===== src/include/i2c_rx_client_pkg.sv =====
// constants, register layouts and state record of the two-wire receive and client block
package i2c_rx_client_pkg;

  // clock and host bit timing
  localparam int          CLK_MHZ      = 100;
  localparam int          HOST_HALF_NS = 5000;
  localparam int          HALF_CYC     = (HOST_HALF_NS * CLK_MHZ + 999) / 1000;
  localparam logic [9:0]  HALF_CNT     = 10'(HALF_CYC - 1);
  localparam logic [3:0]  BITS_BYTE    = 4'h8;

  // register byte addresses
  localparam logic [31:0] OFF_HCTLB = 32'h0000_0000;
  localparam logic [31:0] OFF_HSTAT = 32'h0000_0004;
  localparam logic [31:0] OFF_HDATA = 32'h0000_0008;
  localparam logic [31:0] OFF_CCTLA = 32'h0000_000C;
  localparam logic [31:0] OFF_CCTLB = 32'h0000_0010;
  localparam logic [31:0] OFF_CSTAT = 32'h0000_0014;
  localparam logic [31:0] OFF_TID   = 32'h0000_0018;
  localparam logic [31:0] OFF_MASK  = 32'h0000_001C;
  localparam logic [31:0] OFF_CBYTE = 32'h0000_0020;

  // host and client command field encodings
  localparam logic [1:0]  HCMD_REPST = 2'h1;
  localparam logic [1:0]  HCMD_RECV  = 2'h2;
  localparam logic [1:0]  HCMD_STOP  = 2'h3;
  localparam int          HCMD_LSB   = 1;
  localparam int          CCMD_BIT   = 1;

  // write-one-to-clear masks
  localparam logic [6:0]  HSTAT_W1C = 7'h1A;
  localparam logic [7:0]  CSTAT_W1C = 8'h33;

  typedef enum logic [1:0] {BUS_UNKNOWN, BUS_IDLE, BUS_BUSY, BUS_OWNER} bus_state_e;
  typedef enum logic [2:0] {H_IDLE, H_RX, H_HELD, H_ACK, H_STOP} host_st_e;
  typedef enum logic [3:0] {C_IDLE, C_ADDR, C_AHOLD, C_AACK, C_WR, C_DHOLD, C_DACK,
                            C_RD, C_RACK} cli_st_e;

  // host_status_reg layout
  typedef struct packed {
    bus_state_e bus_state;
    logic       fault;
    logic       arb;
    logic       stretch;
    logic       tx_done;
    logic       rx_flag;
  } hstat_s;

  // client_status_reg layout
  typedef struct packed {
    logic stretch;
    logic rxack;
    logic clash;
    logic fault;
    logic dir;
    logic cause;
    logic frame;
    logic byte_flag;
  } cstat_s;

  typedef struct packed {
    logic prom;
    logic en;
  } cctla_s;

  typedef struct packed {
    logic [6:0] second_target_id_field;
    logic       second_id_match_enable;
  } cmask_s;

  // whole state of the block
  typedef struct packed {
    logic        scl_m, scl_s, scl_d, sda_m, sda_s, sda_d;
    logic        dph_valid;
    logic        dph_write;
    logic [31:0] dph_addr;
    logic [31:0] rdata;
    host_st_e    hst;
    logic [9:0]  tick_cnt;
    logic        hph;
    logic [3:0]  hbit;
    logic [7:0]  hshift;
    logic [7:0]  hdata;
    logic        h_scl_low;
    logic        h_sda_low;
    logic        h_rsel;
    logic [1:0]  h_cmd;
    hstat_s      hstat;
    cli_st_e     cst;
    logic [3:0]  cbit;
    logic [7:0]  cshift;
    logic        c_sda_low;
    logic        c_mute;
    logic        c_rsel;
    cctla_s      ccta;
    cstat_s      cstat;
    logic [7:0]  tid;
    cmask_s      cmask;
    logic [7:0]  cbyte;
  } state_s;

  localparam state_s ST_RST = '0;

endpackage


===== src/rtl/i2c_rx_client.sv =====
// two-wire host byte receive path and client engine behind an AHB-Lite register slave
// Function
// - host releases SCL one byte, then flags
// - host drives reply only on command write
// - reply 0 gives ACK, 1 gives NACK
// - NACK collision loses bus, flags, Busy
// - loss or bus error sets tx done
// - rx byte and tx done exclusive
// - client has data, frame and status flags
// - frame or data flag stretches SCL low in a hold state
// - after Start shift address, store on match
// - no match: no ACK, byte unchanged
// - match own seven-bit identifier
// - general call matches when enabled
// - second identifier matches when enabled
// - promiscuous mode matches every address
// - Start then Stop sets bus fault
// - write direction reported, SCL stretched
// - read direction reported, data flag, stretch
// - Stop sets frame flag, cause zero
// - client collision flags, mutes, keeps Start
// - each written byte flags; reply on command
`timescale 1ns/1ps
module i2c_rx_client
  import i2c_rx_client_pkg::*;
(
  // clock and reset
  input  wire logic        REF_CLK_IN,
  input  wire logic        SYS_RST_IN,
  // AHB-Lite slave
  input  wire logic        HSEL_IN,
  input  wire logic [31:0] HADDR_IN,
  input  wire logic [1:0]  HTRANS_IN,
  input  wire logic        HWRITE_IN,
  input  wire logic [2:0]  HSIZE_IN,
  input  wire logic [31:0] HWDATA_IN,
  input  wire logic        HREADY_IN,
  output logic      [31:0] HRDATA_OUT,
  output logic             HREADYOUT_OUT,
  output logic             HRESP_OUT,
  // two-wire bus, open drain
  input  wire logic        SCL_IN,
  output logic             SCL_OUT,
  output logic             SCL_OE_N_OUT,
  input  wire logic        SDA_IN,
  output logic             SDA_OUT,
  output logic             SDA_OE_N_OUT
);

  state_s st_r;
  state_s st_nxt;
  logic   tick;
  logic   scl_rise;
  logic   scl_fall;
  logic   start_det;
  logic   stop_det;
  logic   addr_hit;
  logic   c_hold;
  logic   wr_en;

  // exact word address decode
  function automatic logic reg_hit(input logic [31:0] a, input logic [31:0] off);
    reg_hit = (a == off);
  endfunction

  // bus edges and conditions from synchronised levels
  assign tick      = (st_r.tick_cnt == 10'h0);
  assign scl_rise  = st_r.scl_s & ~st_r.scl_d;
  assign scl_fall  = ~st_r.scl_s & st_r.scl_d;
  assign start_det = st_r.scl_s & st_r.scl_d & st_r.sda_d & ~st_r.sda_s;
  assign stop_det  = st_r.scl_s & st_r.scl_d & ~st_r.sda_d & st_r.sda_s;
  assign wr_en     = st_r.dph_valid & st_r.dph_write;

  // address match sources
  assign addr_hit = st_r.ccta.prom
                  | (st_r.cshift[7:1] == st_r.tid[7:1])
                  | ((st_r.cshift[7:1] == 7'h00) & st_r.tid[0])
                  | (st_r.cmask.second_id_match_enable
                     & (st_r.cshift[7:1] == st_r.cmask.second_target_id_field));

  // client stretches only while waiting on software with a flag up
  assign c_hold = ((st_r.cst == C_AHOLD) | (st_r.cst == C_DHOLD)) & ~st_r.c_mute
                & (st_r.cstat.frame | st_r.cstat.byte_flag);

  // pins and bus answer
  assign SCL_OUT       = 1'b0;
  assign SDA_OUT       = 1'b0;
  assign SCL_OE_N_OUT  = ~(st_r.h_scl_low | c_hold);
  assign SDA_OE_N_OUT  = ~(st_r.h_sda_low | (st_r.c_sda_low & ~st_r.c_mute));
  assign HRDATA_OUT    = st_r.rdata;
  assign HREADYOUT_OUT = 1'b1;
  assign HRESP_OUT     = 1'b0;

  // next-state logic
  always_comb begin
    logic       hcmd_go;
    logic [1:0] hcmd;
    logic       ccmd_go;
    hcmd_go = 1'b0;
    hcmd    = 2'h0;
    ccmd_go = 1'b0;
    st_nxt  = st_r;

    // synchronisers and edge history
    st_nxt.scl_m = SCL_IN;
    st_nxt.scl_s = st_r.scl_m;
    st_nxt.scl_d = st_r.scl_s;
    st_nxt.sda_m = SDA_IN;
    st_nxt.sda_s = st_r.sda_m;
    st_nxt.sda_d = st_r.sda_s;
    st_nxt.tick_cnt = tick ? HALF_CNT : st_r.tick_cnt - 10'h1;

    // address phase capture and registered read data
    st_nxt.dph_valid = HSEL_IN & HTRANS_IN[1] & HREADY_IN;
    st_nxt.dph_write = HWRITE_IN;
    st_nxt.dph_addr  = HADDR_IN;
    st_nxt.rdata     = 32'h0;
    if (HSEL_IN & HTRANS_IN[1] & HREADY_IN & ~HWRITE_IN) begin
      case (HADDR_IN)
        OFF_HCTLB: st_nxt.rdata = {31'h0, st_r.h_rsel};
        OFF_HSTAT: st_nxt.rdata = {25'h0, st_r.hstat};
        OFF_HDATA: st_nxt.rdata = {24'h0, st_r.hdata};
        OFF_CCTLA: st_nxt.rdata = {30'h0, st_r.ccta};
        OFF_CCTLB: st_nxt.rdata = {31'h0, st_r.c_rsel};
        OFF_CSTAT: st_nxt.rdata = {24'h0, st_r.cstat};
        OFF_TID:   st_nxt.rdata = {24'h0, st_r.tid};
        OFF_MASK:  st_nxt.rdata = {24'h0, st_r.cmask};
        OFF_CBYTE: st_nxt.rdata = {24'h0, st_r.cbyte};
        default:   st_nxt.rdata = 32'h0;
      endcase
    end

    // data phase writes; clears come first so hardware sets win
    if (wr_en) begin
      if (reg_hit(st_r.dph_addr, OFF_HCTLB)) begin
        st_nxt.h_rsel = HWDATA_IN[0];
        hcmd          = HWDATA_IN[HCMD_LSB+:2];
        hcmd_go       = (hcmd != 2'h0);
      end
      if (reg_hit(st_r.dph_addr, OFF_HSTAT)) begin
        st_nxt.hstat = st_r.hstat & ~(HWDATA_IN[6:0] & HSTAT_W1C);
      end
      if (reg_hit(st_r.dph_addr, OFF_CCTLA)) begin
        st_nxt.ccta = HWDATA_IN[1:0];
      end
      if (reg_hit(st_r.dph_addr, OFF_CCTLB)) begin
        st_nxt.c_rsel = HWDATA_IN[0];
        ccmd_go       = HWDATA_IN[CCMD_BIT];
      end
      if (reg_hit(st_r.dph_addr, OFF_CSTAT)) begin
        st_nxt.cstat = st_r.cstat & ~(HWDATA_IN[7:0] & CSTAT_W1C);
      end
      if (reg_hit(st_r.dph_addr, OFF_TID)) begin
        st_nxt.tid = HWDATA_IN[7:0];
      end
      if (reg_hit(st_r.dph_addr, OFF_MASK)) begin
        st_nxt.cmask = HWDATA_IN[7:0];
      end
      if (reg_hit(st_r.dph_addr, OFF_CBYTE)) begin
        st_nxt.cbyte = HWDATA_IN[7:0];
      end
    end

    // tracked bus state from foreign conditions
    if (stop_det & (st_r.hst == H_IDLE)) begin
      st_nxt.hstat.bus_state = BUS_IDLE;
    end else if (start_det & (st_r.hst == H_IDLE) & (st_r.hstat.bus_state == BUS_IDLE)) begin
      st_nxt.hstat.bus_state = BUS_BUSY;
    end

    // host receive engine
    case (st_r.hst)
      H_IDLE: begin
        st_nxt.h_scl_low = 1'b0;
        st_nxt.h_sda_low = 1'b0;
        if (hcmd_go & (hcmd == HCMD_RECV)) begin
          st_nxt.hst             = H_RX;
          st_nxt.hbit            = 4'h0;
          st_nxt.hph             = 1'b0;
          st_nxt.h_scl_low       = 1'b1;
          st_nxt.hstat.bus_state = BUS_OWNER;
        end
      end
      H_RX: begin
        st_nxt.h_sda_low = 1'b0;
        if (tick & ~st_r.hph) begin
          st_nxt.hph       = 1'b1;
          st_nxt.h_scl_low = 1'b0;
        end else if (tick) begin
          st_nxt.hph       = 1'b0;
          st_nxt.h_scl_low = 1'b1;
          st_nxt.hshift    = {st_r.hshift[6:0], st_r.sda_s};
          st_nxt.hbit      = st_r.hbit + 4'h1;
          if (st_r.hbit == BITS_BYTE - 4'h1) begin
            st_nxt.hst           = H_HELD;
            st_nxt.hdata         = {st_r.hshift[6:0], st_r.sda_s};
            st_nxt.hstat.rx_flag = 1'b1;
            st_nxt.hstat.stretch = 1'b1;
            st_nxt.hstat.tx_done = 1'b0;
          end
        end
      end
      H_HELD: begin
        st_nxt.h_scl_low = 1'b1;
        if (hcmd_go) begin
          st_nxt.hst           = H_ACK;
          st_nxt.hph           = 1'b0;
          st_nxt.h_cmd         = hcmd;
          st_nxt.h_sda_low     = ~HWDATA_IN[0];
          st_nxt.hstat.rx_flag = 1'b0;
          st_nxt.hstat.stretch = 1'b0;
        end
      end
      H_ACK: begin
        if (tick & ~st_r.hph) begin
          st_nxt.hph       = 1'b1;
          st_nxt.h_scl_low = 1'b0;
        end else if (tick & st_r.h_rsel & ~st_r.sda_s) begin
          st_nxt.hst             = H_IDLE;
          st_nxt.h_scl_low       = 1'b0;
          st_nxt.hstat.arb       = 1'b1;
          st_nxt.hstat.tx_done   = 1'b1;
          st_nxt.hstat.rx_flag   = 1'b0;
          st_nxt.hstat.bus_state = BUS_BUSY;
        end else if (tick) begin
          st_nxt.hph       = 1'b0;
          st_nxt.h_scl_low = 1'b1;
          st_nxt.h_sda_low = 1'b0;
          st_nxt.hbit      = 4'h0;
          if (st_r.h_cmd == HCMD_STOP) begin
            st_nxt.hst       = H_STOP;
            st_nxt.h_sda_low = 1'b1;
          end else if ((st_r.h_cmd == HCMD_RECV) & ~st_r.h_rsel) begin
            st_nxt.hst = H_RX;
          end else begin
            st_nxt.hst       = H_IDLE;
            st_nxt.h_scl_low = 1'b0;
          end
        end
      end
      H_STOP: begin
        if (tick & ~st_r.hph) begin
          st_nxt.hph       = 1'b1;
          st_nxt.h_scl_low = 1'b0;
        end else if (tick) begin
          st_nxt.hst             = H_IDLE;
          st_nxt.h_sda_low       = 1'b0;
          st_nxt.hstat.bus_state = BUS_IDLE;
        end
      end
      default: st_nxt.hst = H_IDLE;
    endcase

    // bus error while receiving or replying
    if (((st_r.hst == H_RX) | (st_r.hst == H_ACK)) & (start_det | stop_det)) begin
      st_nxt.hst             = H_IDLE;
      st_nxt.h_scl_low       = 1'b0;
      st_nxt.h_sda_low       = 1'b0;
      st_nxt.hstat.fault     = 1'b1;
      st_nxt.hstat.arb       = 1'b1;
      st_nxt.hstat.tx_done   = 1'b1;
      st_nxt.hstat.rx_flag   = 1'b0;
      st_nxt.hstat.bus_state = BUS_BUSY;
    end

    // client engine
    case (st_r.cst)
      C_ADDR, C_WR: begin
        if (scl_rise) begin
          st_nxt.cshift = {st_r.cshift[6:0], st_r.sda_s};
          st_nxt.cbit   = st_r.cbit + 4'h1;
        end else if (scl_fall & (st_r.cbit == BITS_BYTE)) begin
          if (st_r.cst == C_WR) begin
            st_nxt.cst             = C_DHOLD;
            st_nxt.cbyte           = st_r.cshift;
            st_nxt.cstat.byte_flag = 1'b1;
          end else if (addr_hit) begin
            st_nxt.cst         = C_AHOLD;
            st_nxt.cbyte       = st_r.cshift;
            st_nxt.cstat.dir   = st_r.cshift[0];
            st_nxt.cstat.cause = 1'b1;
            st_nxt.cstat.frame = 1'b1;
          end else begin
            st_nxt.cst = C_IDLE;
          end
        end
      end
      C_AHOLD, C_DHOLD: begin
        if (ccmd_go) begin
          st_nxt.cstat.frame     = 1'b0;
          st_nxt.cstat.byte_flag = 1'b0;
          st_nxt.cbit            = 4'h0;
          if ((st_r.cst == C_DHOLD) & st_r.cstat.dir) begin
            st_nxt.cst       = C_RD;
            st_nxt.cshift    = st_r.cbyte;
            st_nxt.c_sda_low = ~st_r.cbyte[7];
          end else begin
            st_nxt.cst       = (st_r.cst == C_AHOLD) ? C_AACK : C_DACK;
            st_nxt.c_sda_low = ~HWDATA_IN[0];
          end
        end
      end
      C_AACK, C_DACK: begin
        if (scl_rise & st_r.c_rsel & ~st_r.sda_s) begin
          st_nxt.cst         = C_IDLE;
          st_nxt.cstat.clash = 1'b1;
          st_nxt.c_mute      = 1'b1;
          st_nxt.c_sda_low   = 1'b0;
        end else if (scl_fall) begin
          st_nxt.c_sda_low = 1'b0;
          st_nxt.cbit      = 4'h0;
          if (st_r.c_rsel) begin
            st_nxt.cst = C_IDLE;
          end else if ((st_r.cst == C_AACK) & st_r.cstat.dir) begin
            st_nxt.cst             = C_DHOLD;
            st_nxt.cstat.byte_flag = 1'b1;
          end else begin
            st_nxt.cst = C_WR;
          end
        end
      end
      C_RD: begin
        if (scl_rise & ~st_r.c_sda_low & ~st_r.sda_s) begin
          st_nxt.cst         = C_IDLE;
          st_nxt.cstat.clash = 1'b1;
          st_nxt.c_mute      = 1'b1;
        end else if (scl_rise) begin
          st_nxt.cbit = st_r.cbit + 4'h1;
        end else if (scl_fall & (st_r.cbit == BITS_BYTE)) begin
          st_nxt.cst       = C_RACK;
          st_nxt.c_sda_low = 1'b0;
        end else if (scl_fall) begin
          st_nxt.cshift    = {st_r.cshift[6:0], 1'b0};
          st_nxt.c_sda_low = ~st_r.cshift[6];
        end
      end
      C_RACK: begin
        if (scl_rise) begin
          st_nxt.cstat.rxack = st_r.sda_s;
        end else if (scl_fall & ~st_r.cstat.rxack) begin
          st_nxt.cst             = C_DHOLD;
          st_nxt.cstat.byte_flag = 1'b1;
        end else if (scl_fall) begin
          st_nxt.cst = C_IDLE;
        end
      end
      C_IDLE: st_nxt.c_sda_low = 1'b0;
      default: st_nxt.cst = C_IDLE;
    endcase

    // Start and Stop override the client engine; Start is taken even after a clash
    if (start_det) begin
      st_nxt.cst       = C_ADDR;
      st_nxt.cbit      = 4'h0;
      st_nxt.c_mute    = 1'b0;
      st_nxt.c_sda_low = 1'b0;
    end else if (stop_det) begin
      if ((st_r.cst == C_ADDR) & (st_r.cbit <= 4'h1)) begin
        st_nxt.cstat.fault = 1'b1;
      end else if ((st_r.cst != C_IDLE) & (st_r.cst != C_ADDR)) begin
        st_nxt.cstat.frame = 1'b1;
        st_nxt.cstat.cause = 1'b0;
      end
      st_nxt.cst       = C_IDLE;
      st_nxt.c_sda_low = 1'b0;
    end
    if (~st_r.ccta.en) begin
      st_nxt.cst       = C_IDLE;
      st_nxt.c_sda_low = 1'b0;
    end
    st_nxt.cstat.stretch = c_hold;
  end

  // state register
  always_ff @(posedge REF_CLK_IN or posedge SYS_RST_IN) begin
    if (SYS_RST_IN) begin
      st_r <= ST_RST;
    end else begin
      st_r <= st_nxt;
    end
  end
endmodule


===== config.mk =====
export PLATFORM = sky130hd
export DESIGN_NAME = i2c_rx_client
export DESIGN_NICKNAME = d
export VERILOG_FILES = /design/src/include/i2c_rx_client_pkg.sv /design/src/rtl/i2c_rx_client.sv
export SDC_FILE = /design/constraint.sdc
export NUM_CORES = 1
export LEC_CHECK = 0
export ABC_AREA = 1
export BUFFER_PORTS_ARGS = -buffer_cell sky130_fd_sc_hd__buf_2
export CAP_MARGIN = 15
export CORE_MARGIN = 2
export CORE_UTILIZATION = 55
export DETAILED_ROUTE_END_ITERATION = 10
export PLACE_DENSITY = 0.77
export RECOVER_POWER = 25
export SYNTH_ARGS = -nofsm -noshare
export SYNTH_HDL_FRONTEND = slang
export SYNTH_SLANG_ARGS = --single-unit

===== constraint.sdc =====
create_clock -name REF_CLK_IN -period 5.7 [get_ports REF_CLK_IN]
set_input_delay 0.855 -clock REF_CLK_IN [delete_from_list [all_inputs] [get_ports REF_CLK_IN]]
set_output_delay 0.855 -clock REF_CLK_IN [all_outputs]
set_load 0.005 [all_outputs]

==> results of run 1 <==
cell type report:
cell class | count | area (um2)
Multi-Input combinational cell | 734 | 3481
Fill cell | 1235 | 5189
Tap cell | 180 | 225.2
Timing Repair Buffer | 58 | 264.0
Clock buffer | 24 | 511.7
Sequential cell | 146 | 3654
Clock inverter | 8 | 98.84
Inverter | 120 | 457.9
layer usage:
layer	vias up	track usage, %
li1	3342	-
met2	262	43.58
met3	47	6.227
met1	3240	36.28
met5	-	0
met4	0	10.16
state kept, by name, summed over array words and instances, names as in the netlist:
| signal | cells |
|---|---|
| HRDATA_OUT | 8 |
| st_nxt | 4 |
| st_r | 134 |
per-stage QoR:
stage	util (%)	power (W)
after global placement	58.48	0.001684
after floorplan	-	0.001596
after global routing	62.62	0.002960
final	62.62	0.002830
after detailed placement	58.48	0.001696
after CTS	62.88	0.002833
path summary, 6_finish.rpt:
check	start	endpoint	slack (ns)
max reg2reg	st_r[140]	st_r[39]	3.20
max in group asynchronous	SYS_RST_IN	st_r[23]	4.00
min reg2reg	st_nxt[166]	st_nxt[165]	0.35
min	st_nxt[166]	st_nxt[165]	0.35
max	st_r[51]	SCL_OE_N_OUT	2.75
min in group asynchronous	SYS_RST_IN	st_r[91]	0.63
placed cells by master (no fill, tap or decap), drive strengths merged, types with 3 or more instances in the layout:
cell type / Yosys / routed
clkbuf: 6 / 47
xnor2: 11 / 11
nor2: 129 / 129
nor4: 4 / 4
buf: 42 / 35
conb: 2 / 28
nor3: 18 / 18
nand4: 30 / 30
nand3: 90 / 90
nand3b: 3 / 3
xor2: 5 / 5
or2: 4 / 4
a21oi: 18 / 18
inv: 120 / 120
dfrtp: 146 / 146
o31ai: 5 / 5
o211ai: 4 / 4
ha: 6 / 6
clkinv: 0 / 4
nand2: 278 / 278
o21ai: 88 / 88
worst reg2reg max path, stage by stage (launching register included):
cell	delay (ns)
dfrtp_1	0.37
nor2_1	0.11
nand3_1	0.09
nor2_1	0.25
nand2_1	0.14
nor2_4	0.16
nand3_1	0.17
nand2_1	0.22
and2_1	0.65
nand2_1	0.16
o21ai_2	0.09
power by group:
part           switching, W  internal (W)  leakage, nW  total, W
Combinational      0.000303      0.000171         2.25  0.000475
Sequential        0.0000936       0.00112         1.70   0.00121
Clock              0.000431      0.000712        0.298   0.00114
Total              0.000828       0.00200         4.24   0.00283
logic make-up after synthesis:
kind of cell             after synthesis  synth area share, %
XOR/XNOR                              16                1.788
AND/OR/NAND/NOR                      561                31.58
AO/OA/AOI/OAI                        123                8.846
buffers and inverters                168                10.11
other                                  2              0.09584
flip-flops                           146                46.62
adder cells (fa/ha/maj)                6               0.9580
==> summary.txt, run 1 <==
Status
  – Status: complete, no violations

STA
  – Final setup viols: 0
  – RSZ-0062 raised after global routing: false
  – Final Slew Violations: 0
  – Fin crit share: about half
  – TNS Setup: 0 ns
  – Worst slew pin tran: 1.001 ns
  – Clock skew: roughly 0.0068 ns
  – Min Hold Slack: 0.3459 ns
  – Setup ws final: about 2.8 ns
  – Slew margin rel.: between 30% and 40%
  – FMAX: between 0.3 and 0.4 GHz
  – Final min period: between 2 and 3 ns
  – Final Hold Viols: 0

Logic synthesis
  – Cell count after synthesis: 1022
  – Mapped cell area: between 7000 and 8000 um2
  – Synth top area share: between 40% and 50%
  – Synth cell types: 45
  – Dominant cells by area after synthesis: dfrtp_1 (47%), nand2_1 (13%), nand3_1 (5.6%)
  – Yosys warns: 0
  – EDFF count, synth: 0
  – Top-count cell post-synth: nand2_1
  – Yosys reg bits: around 150
  – Async SR Flop Fraction: 100.0%
  – Sequential area share after synthesis: 46.62%
  – Largest area contributor in the netlist: dfrtp_1
  – Mean post-synth cell area: about 7.7 um2
  – Post-synth top cells: nand2_1 (269), dfrtp_1 (146), nor2_1 (116), inv_1 (110), nand3_1 (88)
  – Ys flop type: dfrtp_1

Clock network
  – Post-CTS Hold Fix Bufs: 0
  – Root Buffer: clkbuf_16
  – Num CTS Buffers: 17
  – Cts repair resizes: 0
  – H-tree levels: 4
  – Worst-skew pair later-pin latency: about 0.43 ns
  – Post-CTS Setup Inserts: 0
  – # clock sinks: 146
  – CTS tree: yes
  – CTS Buffer Depth: 2
  – Reg clk slew, reported paths: 0.06 ns

Pwr
  – Cell Pwr Density: ~330 nW/um2
  – Lkg Pwr: roughly 4.2 nW
  – VDD IR max: around 0.23 mV

GRT
  – Grt total ovfl: 0
  – First-pass GRT wire length: between 30000 and 40000 um
  – GR Util All Layers: 27.23%
  – Largest net degree at the start of global routing: around 110
  – Vias in the first global route: 6404
  – Initial antenna violation count: 0

Finish
  – Non-filler instance count after layout: approximately 1300
  – Layout cell share with drive strength beyond 1: between 10% and 20%
  – Area Overhead vs Synth: 10.92%
  – ANT cells: 0
  – Final #Nets: between 1000 and 1500
  – Final Cell Area: ~8700 um2

Die
  – Cell row count: 43
  – Starting Density: 56.45%
  – Die height: 123.4 um
  – # IOs: 114
  – CORE AREA: ~14000 um2
  – Die area: roughly 15000 um2
  – Chip Width: 123.4 um

Routing
  – Vias post-DR: around 6900
  – Metal2 WL: 9178 um
  – Top routing layer in use: met4
  – WL final: roughly 20000 um
  – Routed Antenna Nets: 0
  – WL met3: roughly 1300 um
  – Routed vias/inst: 5.426
  – DRC errors left: 0
  – Initial DRC count: 818
  – DRT Pass-1 Iters: 5
  – Met1 wire length: 8619 um
  – Average wire per cell in the routed design: between 15 and 20 um

Critical path
  – Worst setup SP type: flip-flop
  – Most frequent CP cell: nor2_1
  – Critical path depth: 7
  – Slowest cell on crit path: dfrtp_1
  – Crit path DAT: between 2 and 2.5 ns
  – CP top delay family: simple AND/OR/NAND/NOR gates
  – Worst path buffer plus inverter count: 2
  – Worst R2R Path Depth: 10
  – Crit-path max FO: 17
  – Critical path data required time: about 4.9 ns
  – Worst path max stage delay: 0.42 ns
  – Worst setup EP type: output port
  – CP cell instances: nor2_2 -> nand3_2 -> nand2_4 -> inv_4 -> nor2_1 -> nor2_1 -> buf_2
  – Crit Path Class: flip-flop to output port

Place
  – Post-DP HPWL: about 14000 um
  – Post-Place Cells: roughly 1200
  – PortBufs: 57
  – Global placer's final weighted congestion: between 0.9 and 1
  – Place WS: 2.556 ns
  – Placed Area: roughly 8100 um2

Job
  – Max-cap violations: 0

Worst hold path
  – Worst min-delay path class: flip-flop to flip-flop
  – Hold path depth: 0
Note: power is estimated with default switching activity, not from simulation.
==> run 2, diff against run 1 <==
--- a/config.mk
+++ b/config.mk
@@ -5,11 +5,11 @@
 export SDC_FILE = /design/constraint.sdc
 export NUM_CORES = 1
 export LEC_CHECK = 0
-export ABC_AREA = 1
+export ABC_AREA = 0
 export BUFFER_PORTS_ARGS = -buffer_cell sky130_fd_sc_hd__buf_2
 export CAP_MARGIN = 15
 export CORE_MARGIN = 2
-export CORE_UTILIZATION = 55
+export CORE_UTILIZATION = 52
 export DETAILED_ROUTE_END_ITERATION = 10
 export PLACE_DENSITY = 0.77
 export RECOVER_POWER = 25
==> constraint.sdc (replaced) <==
create_clock -name REF_CLK_IN -period 2.5 [get_ports REF_CLK_IN]
set_input_delay 0.375 -clock REF_CLK_IN [delete_from_list [all_inputs] [get_ports REF_CLK_IN]]
set_output_delay 0.375 -clock REF_CLK_IN [all_outputs]
set_load 0.005 [all_outputs]
==> run 2 against run 1 <==
Sequential power increased by 110%. Area after synthesis decreased by 2.7%. Non-clock buffer count increased by 38. Clock power increased by 120%. Clock skew increased by 0.0029 ns. Routed wire length decreased by 5.5%. Core utilization decreased by 2.1 points. Via count decreased by 13%. Sequential cell count unchanged. Critical path depth increased by 1. Critical endpoint is now st_r[43].
==> summary.txt, run 2 <==
Finish
  – Commonest cells after routing, fill and taps aside: dfrtp_1 (146), mux2_2 (66), nand2_1 (54)
  – Most flop-heavy register: st_r
  – Final-layout fill cell count: between 1000 and 1500
  – Number of flip-flops in the largest register: approximately 130
  – Commonest non-fill, non-tap cell in the layout: dfrtp_1
  – Area Overhead vs Synth: 14.47%
  – Final #Nets: 874
  – ANT cells: 0
  – Layout cell share with drive strength beyond 1: approximately a quarter

Logic synthesis
  – EDFF count, synth: 0
  – Ys flop type: dfrtp_1
  – Post-synthesis mux area share: 12.11%
  – Top-count cell post-synth: dfrtp_1
  – Mean post-synth cell area: 10.55 um2
  – Largest area contributor in the netlist: dfrtp_1
  – Mapped cell area: 7627 um2
  – Synth cell types: 77
  – Dominant cells by area after synthesis: dfrtp_1 (48%), mux2_2 (9.7%), buf_4 (3.5%)
  – Synth Area in XOR/XNOR: under 10%
  – Post-Synth Simple-Gate Area: 17.26%
  – Largest family of logic cells by synthesized area: simple AND/OR/NAND/NOR gates
  – Cell count after synthesis: about 720
  – Sequential area share after synthesis: a little under half
  – Async SR Flop Fraction: 100.0%
  – Synth top area share: around 48%
  – Yosys reg bits: about 150
  – Complex-gate fraction of the synthesized area: around 12%
  – Post-synth top cells: dfrtp_1 (146), mux2_2 (66), nand2_1 (54), nor2_1 (45), buf_4 (36)
  – Adder-Cell Fraction of Synth Area: around 1.1%
  – Yosys warns: 0

Clock network
  – Root Buffer: clkbuf_16
  – CTS tree: yes
  – Post-CTS Hold Fix Bufs: 0
  – CTS Buffer Depth: 2
  – Worst-skew pair later-pin latency: roughly 0.43 ns
  – Num CTS Buffers: 17
  – # clock sinks: around 150
  – H-tree levels: 4
  – Reg clk slew, reported paths: ~0.060 ns

STA
  – TNS Setup: 0 ns
  – Clock skew: slightly below 0.01 ns
  – Final setup viols: 0
  – Slew margin rel.: around an eighth
  – Setup ws final: around 0.12 ns
  – Final Hold Viols: 0
  – Fin crit share: ~95%
  – RSZ-0062 raised after global routing: false
  – Worst slew pin tran: around 1.3 ns
  – FMAX: ~0.42 GHz
  – Final Slew Violations: 0
  – Final min period: 2.385 ns

Routing
  – Vias post-DR: between 6000 and 7000
  – Average wire per cell in the routed design: 18.67 um
  – DRC errors left: 0
  – WL final: between 15000 and 20000 um
  – Initial DRC count: just under 700
  – Routed vias/inst: approximately 6.1
  – DRT Pass-1 Iters: 5
  – Routed Antenna Nets: 0

Critical path
  – Worst setup EP type: flip-flop
  – Crit path DAT: about 2.7 ns
  – Critical path data required time: about 2.8 ns
  – Crit-path max FO: 8
  – Worst setup SP type: flip-flop
  – Crit Path Class: flip-flop to flip-flop

Place
  – PortBufs: 57
  – Place WS: ~0.032 ns
  – Global placer's final weighted congestion: about 0.97
  – Post-DP HPWL: 13130 um

GRT
  – GR Util All Layers: 24.41%
  – Largest net degree at the start of global routing: 55
  – Vias in the first global route: between 5000 and 6000
  – Grt total ovfl: 0
  – Initial antenna violation count: 0
  – First-pass GRT wire length: 30530 um

Die
  – Chip Width: 125.1 um
  – # IOs: roughly 110
  – Cell row count: 44
  – CORE AREA: about 14000 um2
  – Starting Density: 52.88%
  – Die height: ~130 um
  – Die area: about 16000 um2

Job
  – Max-cap violations: 0

Worst hold path
  – Worst min-delay path class: input port to flip-flop

Pwr
  – VDD IR max: about 0.5 mV
  – Pwr Total: 0.005400 W
  – Lkg Pwr: approximately 4.0 nW
  – Cell Pwr Density: between 600 and 700 nW/um2

Status
  – Status: complete, no violations
[run 2: cell types whose count changed after synthesis, moves of 50 or more]
cell,before,now
inv_1,110,21
mux2_2,0,66
nor2_1,116,45
o21ai_0,69,19
nand2_1,269,54
nand3_1,88,15
[run 2: layer usage]
metal | global-route usage, % | routed length (um) | vias up
met2 | 38.49 | 8913 | 277
met5 | 0 | 0 | -
met1 | 33.26 | 7774 | 2971
met4 | 8.562 | 453 | 0
li1 | - | - | 2718
met3 | 5.905 | 1325 | 49
[run 2: worst paths after layout]
path                                   from          end  slack [ns]  cells after the start
worst max register to register    st_r[143]     st_r[43]        0.12                      8
worst min-delay path                 SDA_IN  st_nxt[166]        0.06                      1
worst max-delay path              st_r[143]     st_r[43]        0.12                      8
max in group asynchronous        SYS_RST_IN     st_r[82]        0.56                      3
min in group asynchronous        SYS_RST_IN     st_r[63]        0.13                      2
worst min register to register  st_nxt[169]  st_nxt[168]        0.35                      0
[run 2: worst max-delay path, cell delays in order (launching register included)]
cell and delay (ns):
dfrtp_1 0.40, nor4_1 0.37, nand3_1 0.25, nor4_2 0.28
buf_4 0.20, nor2_1 0.10, nor3_4 0.17, buf_12 0.15
mux2_2 0.34
[run 2: per-stage QoR]
step                      area (um2)  util [%]  hold slack, ns  std cells
after floorplan                 7729         -          0.3312        749
after global placement          8148     56.49          0.3343        956
after detailed placement        8148     56.49          0.3358        956
after CTS                       8731     60.53        0.009885        988
after global routing            8731     60.53         0.04688        989
final                           8731     60.53         0.05904        989
[run 2: logic make-up (layout without fill, tap and decap cells)]
logic type      Yosys count  after routing
simple gates            234            234
flops                   146            146
compound gates          133            133
buf+inv                  93            149
mux                      84             84
xor+xnor                 24             24
fa+ha+maj                 7              7
other cells               2             28
[run 2: layout make-up]
type	instances	area [um2]	area share [%]
inverters	21	80.08	0.9172
repair buffers	96	589.3	6.750
well taps	184	230.2	2.637
flip-flops and latches	146	3654	41.85
clock inverters	12	121.4	1.390
clock buffers	20	456.7	5.231
multi-input cells	510	3600	41.23
[run 2: timing repair]
item | in CTS | in global routing
pin swaps | 0 | 1
endpoints found under the setup margin | 2 | 19
resized for setup | 1 | 7
buffers inserted | 0 | 1
[run 2: power by group]
part / switching [W] / total, W / internal (W)
clock: 0.00105 / 0.00249 / 0.00144
sequential: 0.0000897 / 0.00254 / 0.00245
combinational: 0.000215 / 0.000366 / 0.000151
==> run 3, diff against run 2 <==
--- a/config.mk
+++ b/config.mk
@@ -5,14 +5,15 @@
 export SDC_FILE = /design/constraint.sdc
 export NUM_CORES = 1
 export LEC_CHECK = 0
-export ABC_AREA = 0
+export ABC_AREA = 1
 export BUFFER_PORTS_ARGS = -buffer_cell sky130_fd_sc_hd__buf_2
 export CAP_MARGIN = 15
 export CORE_MARGIN = 2
 export CORE_UTILIZATION = 52
 export DETAILED_ROUTE_END_ITERATION = 10
-export PLACE_DENSITY = 0.77
+export PLACE_DENSITY = 0.81
 export RECOVER_POWER = 25
+export SKIP_CTS_REPAIR_TIMING = 1
 export SYNTH_ARGS = -nofsm -noshare
 export SYNTH_HDL_FRONTEND = slang
 export SYNTH_SLANG_ARGS = --single-unit
==> run 3 against run 2 <==
The run now ends with max-capacitance violations, max-slew violations left. Final area increased by 0.82%. Die area rose by 2.7%. Worst hold slack got worse by 0.0057 ns. Sequential power increased by 9.4%. Via count rose by 15%. Routed wire length increased by 7.0%. Critical path type is now flip-flop to output port.
==> summary.txt, run 3 (synthesis results as in run 1) <==
STA
  – Final Hold Viols: 0
  – Clock skew: approximately 0.0095 ns
  – Final min period: roughly 2.4 ns
  – Worst slew pin tran: roughly 1.6 ns
  – TNS Setup: 0 ns
  – FMAX: approximately 0.42 GHz
  – Slew margin rel.: -7.970%
  – Fin crit share: a little over nine tenths
  – RSZ-0062 raised after global routing: false
  – Final Slew Violations: 33
  – Final setup viols: 0

GRT
  – Largest net degree at the start of global routing: 48
  – First-pass GRT wire length: ~32000 um
  – GR Util All Layers: about a quarter
  – Vias in the first global route: approximately 6600
  – Grt total ovfl: 0
  – Initial antenna violation count: 0

Clock network
  – CTS Buffer Depth: 2
  – Worst-skew pair later-pin latency: 0.43 ns
  – Root Buffer: clkbuf_16
  – Num CTS Buffers: 17
  – H-tree levels: 4
  – # clock sinks: about 150
  – Reg clk slew, reported paths: 0.06 ns
  – CTS tree: yes

Worst hold path
  – Worst min-delay path class: input port to flip-flop
  – Hold path depth: 1

Die
  – Cell row count: between 40 and 50
  – Die height: 126.8 um
  – Chip Width: approximately 130 um
  – Starting Density: approximately 54%
  – # IOs: between 100 and 150
  – CORE AREA: between 10000 and 15000 um2
  – Die area: between 15000 and 20000 um2

Finish
  – Number of flip-flops in the largest register: 134
  – Commonest cells after routing, fill and taps aside: nand2_1 (269), dfrtp_1 (146), nor2_1 (116)
  – Multi-input gate area: 3488 um2
  – Storage element area: about 3700 um2
  – Final #Nets: approximately 1200
  – Most flop-heavy register: st_r
  – ANT cells: 0
  – Commonest non-fill, non-tap cell in the layout: nand2_1
  – Layout cell share with drive strength beyond 1: 11.73%
  – Non-filler instance count after layout: 1284
  – Final Cell Area: a little under 9000 um2
  – Final-layout fill cell count: approximately 1400
  – Area Overhead vs Synth: 12.33%

Critical path
  – Crit Path Class: flip-flop to output port
  – Slowest cell on crit path: dfrtp_1
  – Worst R2R Path Depth: 9
  – Worst setup SP type: flip-flop
  – CP cell instances: nor2_2 -> nand3_2 -> nand2_4 -> inv_4 -> nor2_1 -> nor2_1 -> buf_2
  – Crit path DAT: about 2.0 ns
  – Worst path max stage delay: ~0.43 ns
  – FF-to-FF setup slack: 0.39 ns
  – Critical path data required time: 2.12 ns
  – Critical path depth: 7
  – CP top delay family: simple AND/OR/NAND/NOR gates
  – Worst path buffer plus inverter count: 2
  – Crit-path max FO: 17
  – Worst setup EP type: output port
  – Most frequent CP cell: nor2_1

Routing
  – Vias post-DR: slightly below 7000
  – DRT Pass-1 Iters: 7
  – DRC errors left: 0
  – Initial DRC count: 603
  – Routed vias/inst: around 5.4
  – Average wire per cell in the routed design: roughly 15 um
  – WL final: 19760 um
  – Routed Antenna Nets: 0

Status
  – Failing checks: max-capacitance violations, max-slew violations
  – Status: finished, violations left

Place
  – Placed Area: 8234 um2
  – PortBufs: 57
  – Post-Place Cells: 1252
  – Global placer's final weighted congestion: 0.9491
  – Post-DP HPWL: ~15000 um

Job
  – Max-cap violations: 1

Pwr
  – VDD IR max: around 0.52 mV
  – Lkg Pwr: roughly 4.3 nW
  – Cell Pwr Density: around 740 nW/um2
-- run 3: per-layer routing --
layer	wire, um	global-route usage (%)	part of all wire, %	vias up
met4	425	7.692	2.2	0
met2	9328	41.91	47	251
li1	-	-	-	3375
met3	1223	5.272	6.2	33
met1	8780	34.57	44	3260
met5	0	0	0	-
-- run 3: final timing paths --
kind,startpoint,to
worst max-delay path,st_r[51],SCL_OE_N_OUT
worst min-delay path,SCL_IN,st_nxt[169]
worst max register to register,st_r[144],st_r[0]
worst min register to register,st_nxt[166],st_nxt[165]
max in group asynchronous,SYS_RST_IN,st_r[42]
min in group asynchronous,SYS_RST_IN,st_r[136]
-- run 3: through the flow --
| stage | utilization [%] | power, W | setup slack [ns] | hold WS, ns |
|---|---|---|---|---|
| floorplan | - | 0.003639 | 0.2920 | 0.3312 |
| global placement | 56.23 | 0.003864 | 0.4583 | 0.3331 |
| detailed placement | 56.23 | 0.003898 | 0.4116 | 0.3358 |
| CTS | 60.41 | 0.006539 | 0.1440 | 0.04050 |
| global route | 60.11 | 0.006815 | 0.03144 | 0.03496 |
| finish | 60.11 | 0.006521 | 0.1248 | 0.05333 |
-- run 3: worst reg2reg max path, stage by stage, from the launching register on --
cell	delay [ns]
dfrtp_1	0.37
nor2_1	0.10
nand3_1	0.08
nor2_1	0.21
nand2_1	0.13
nor2_4	0.15
nand3_1	0.43
o21ai_0	0.37
nand3_1	0.12
nand2_1	0.08
-- run 3: where the power goes --
group | internal (W) | switching [W] | total, W
clock | 0.00163 | 0.00102 | 0.00264
sequential | 0.00255 | 0.000227 | 0.00278
combinational | 0.000409 | 0.000695 | 0.00110
-- run 3: cell type report --
class	count	share of cell area [%]
sequential	146	41.51
multi-input combinational	734	39.63
clock buffer	20	5.188
inverter	120	5.160
timing repair buffer	68	4.136
tap	184	2.615
clock inverter	12	1.763
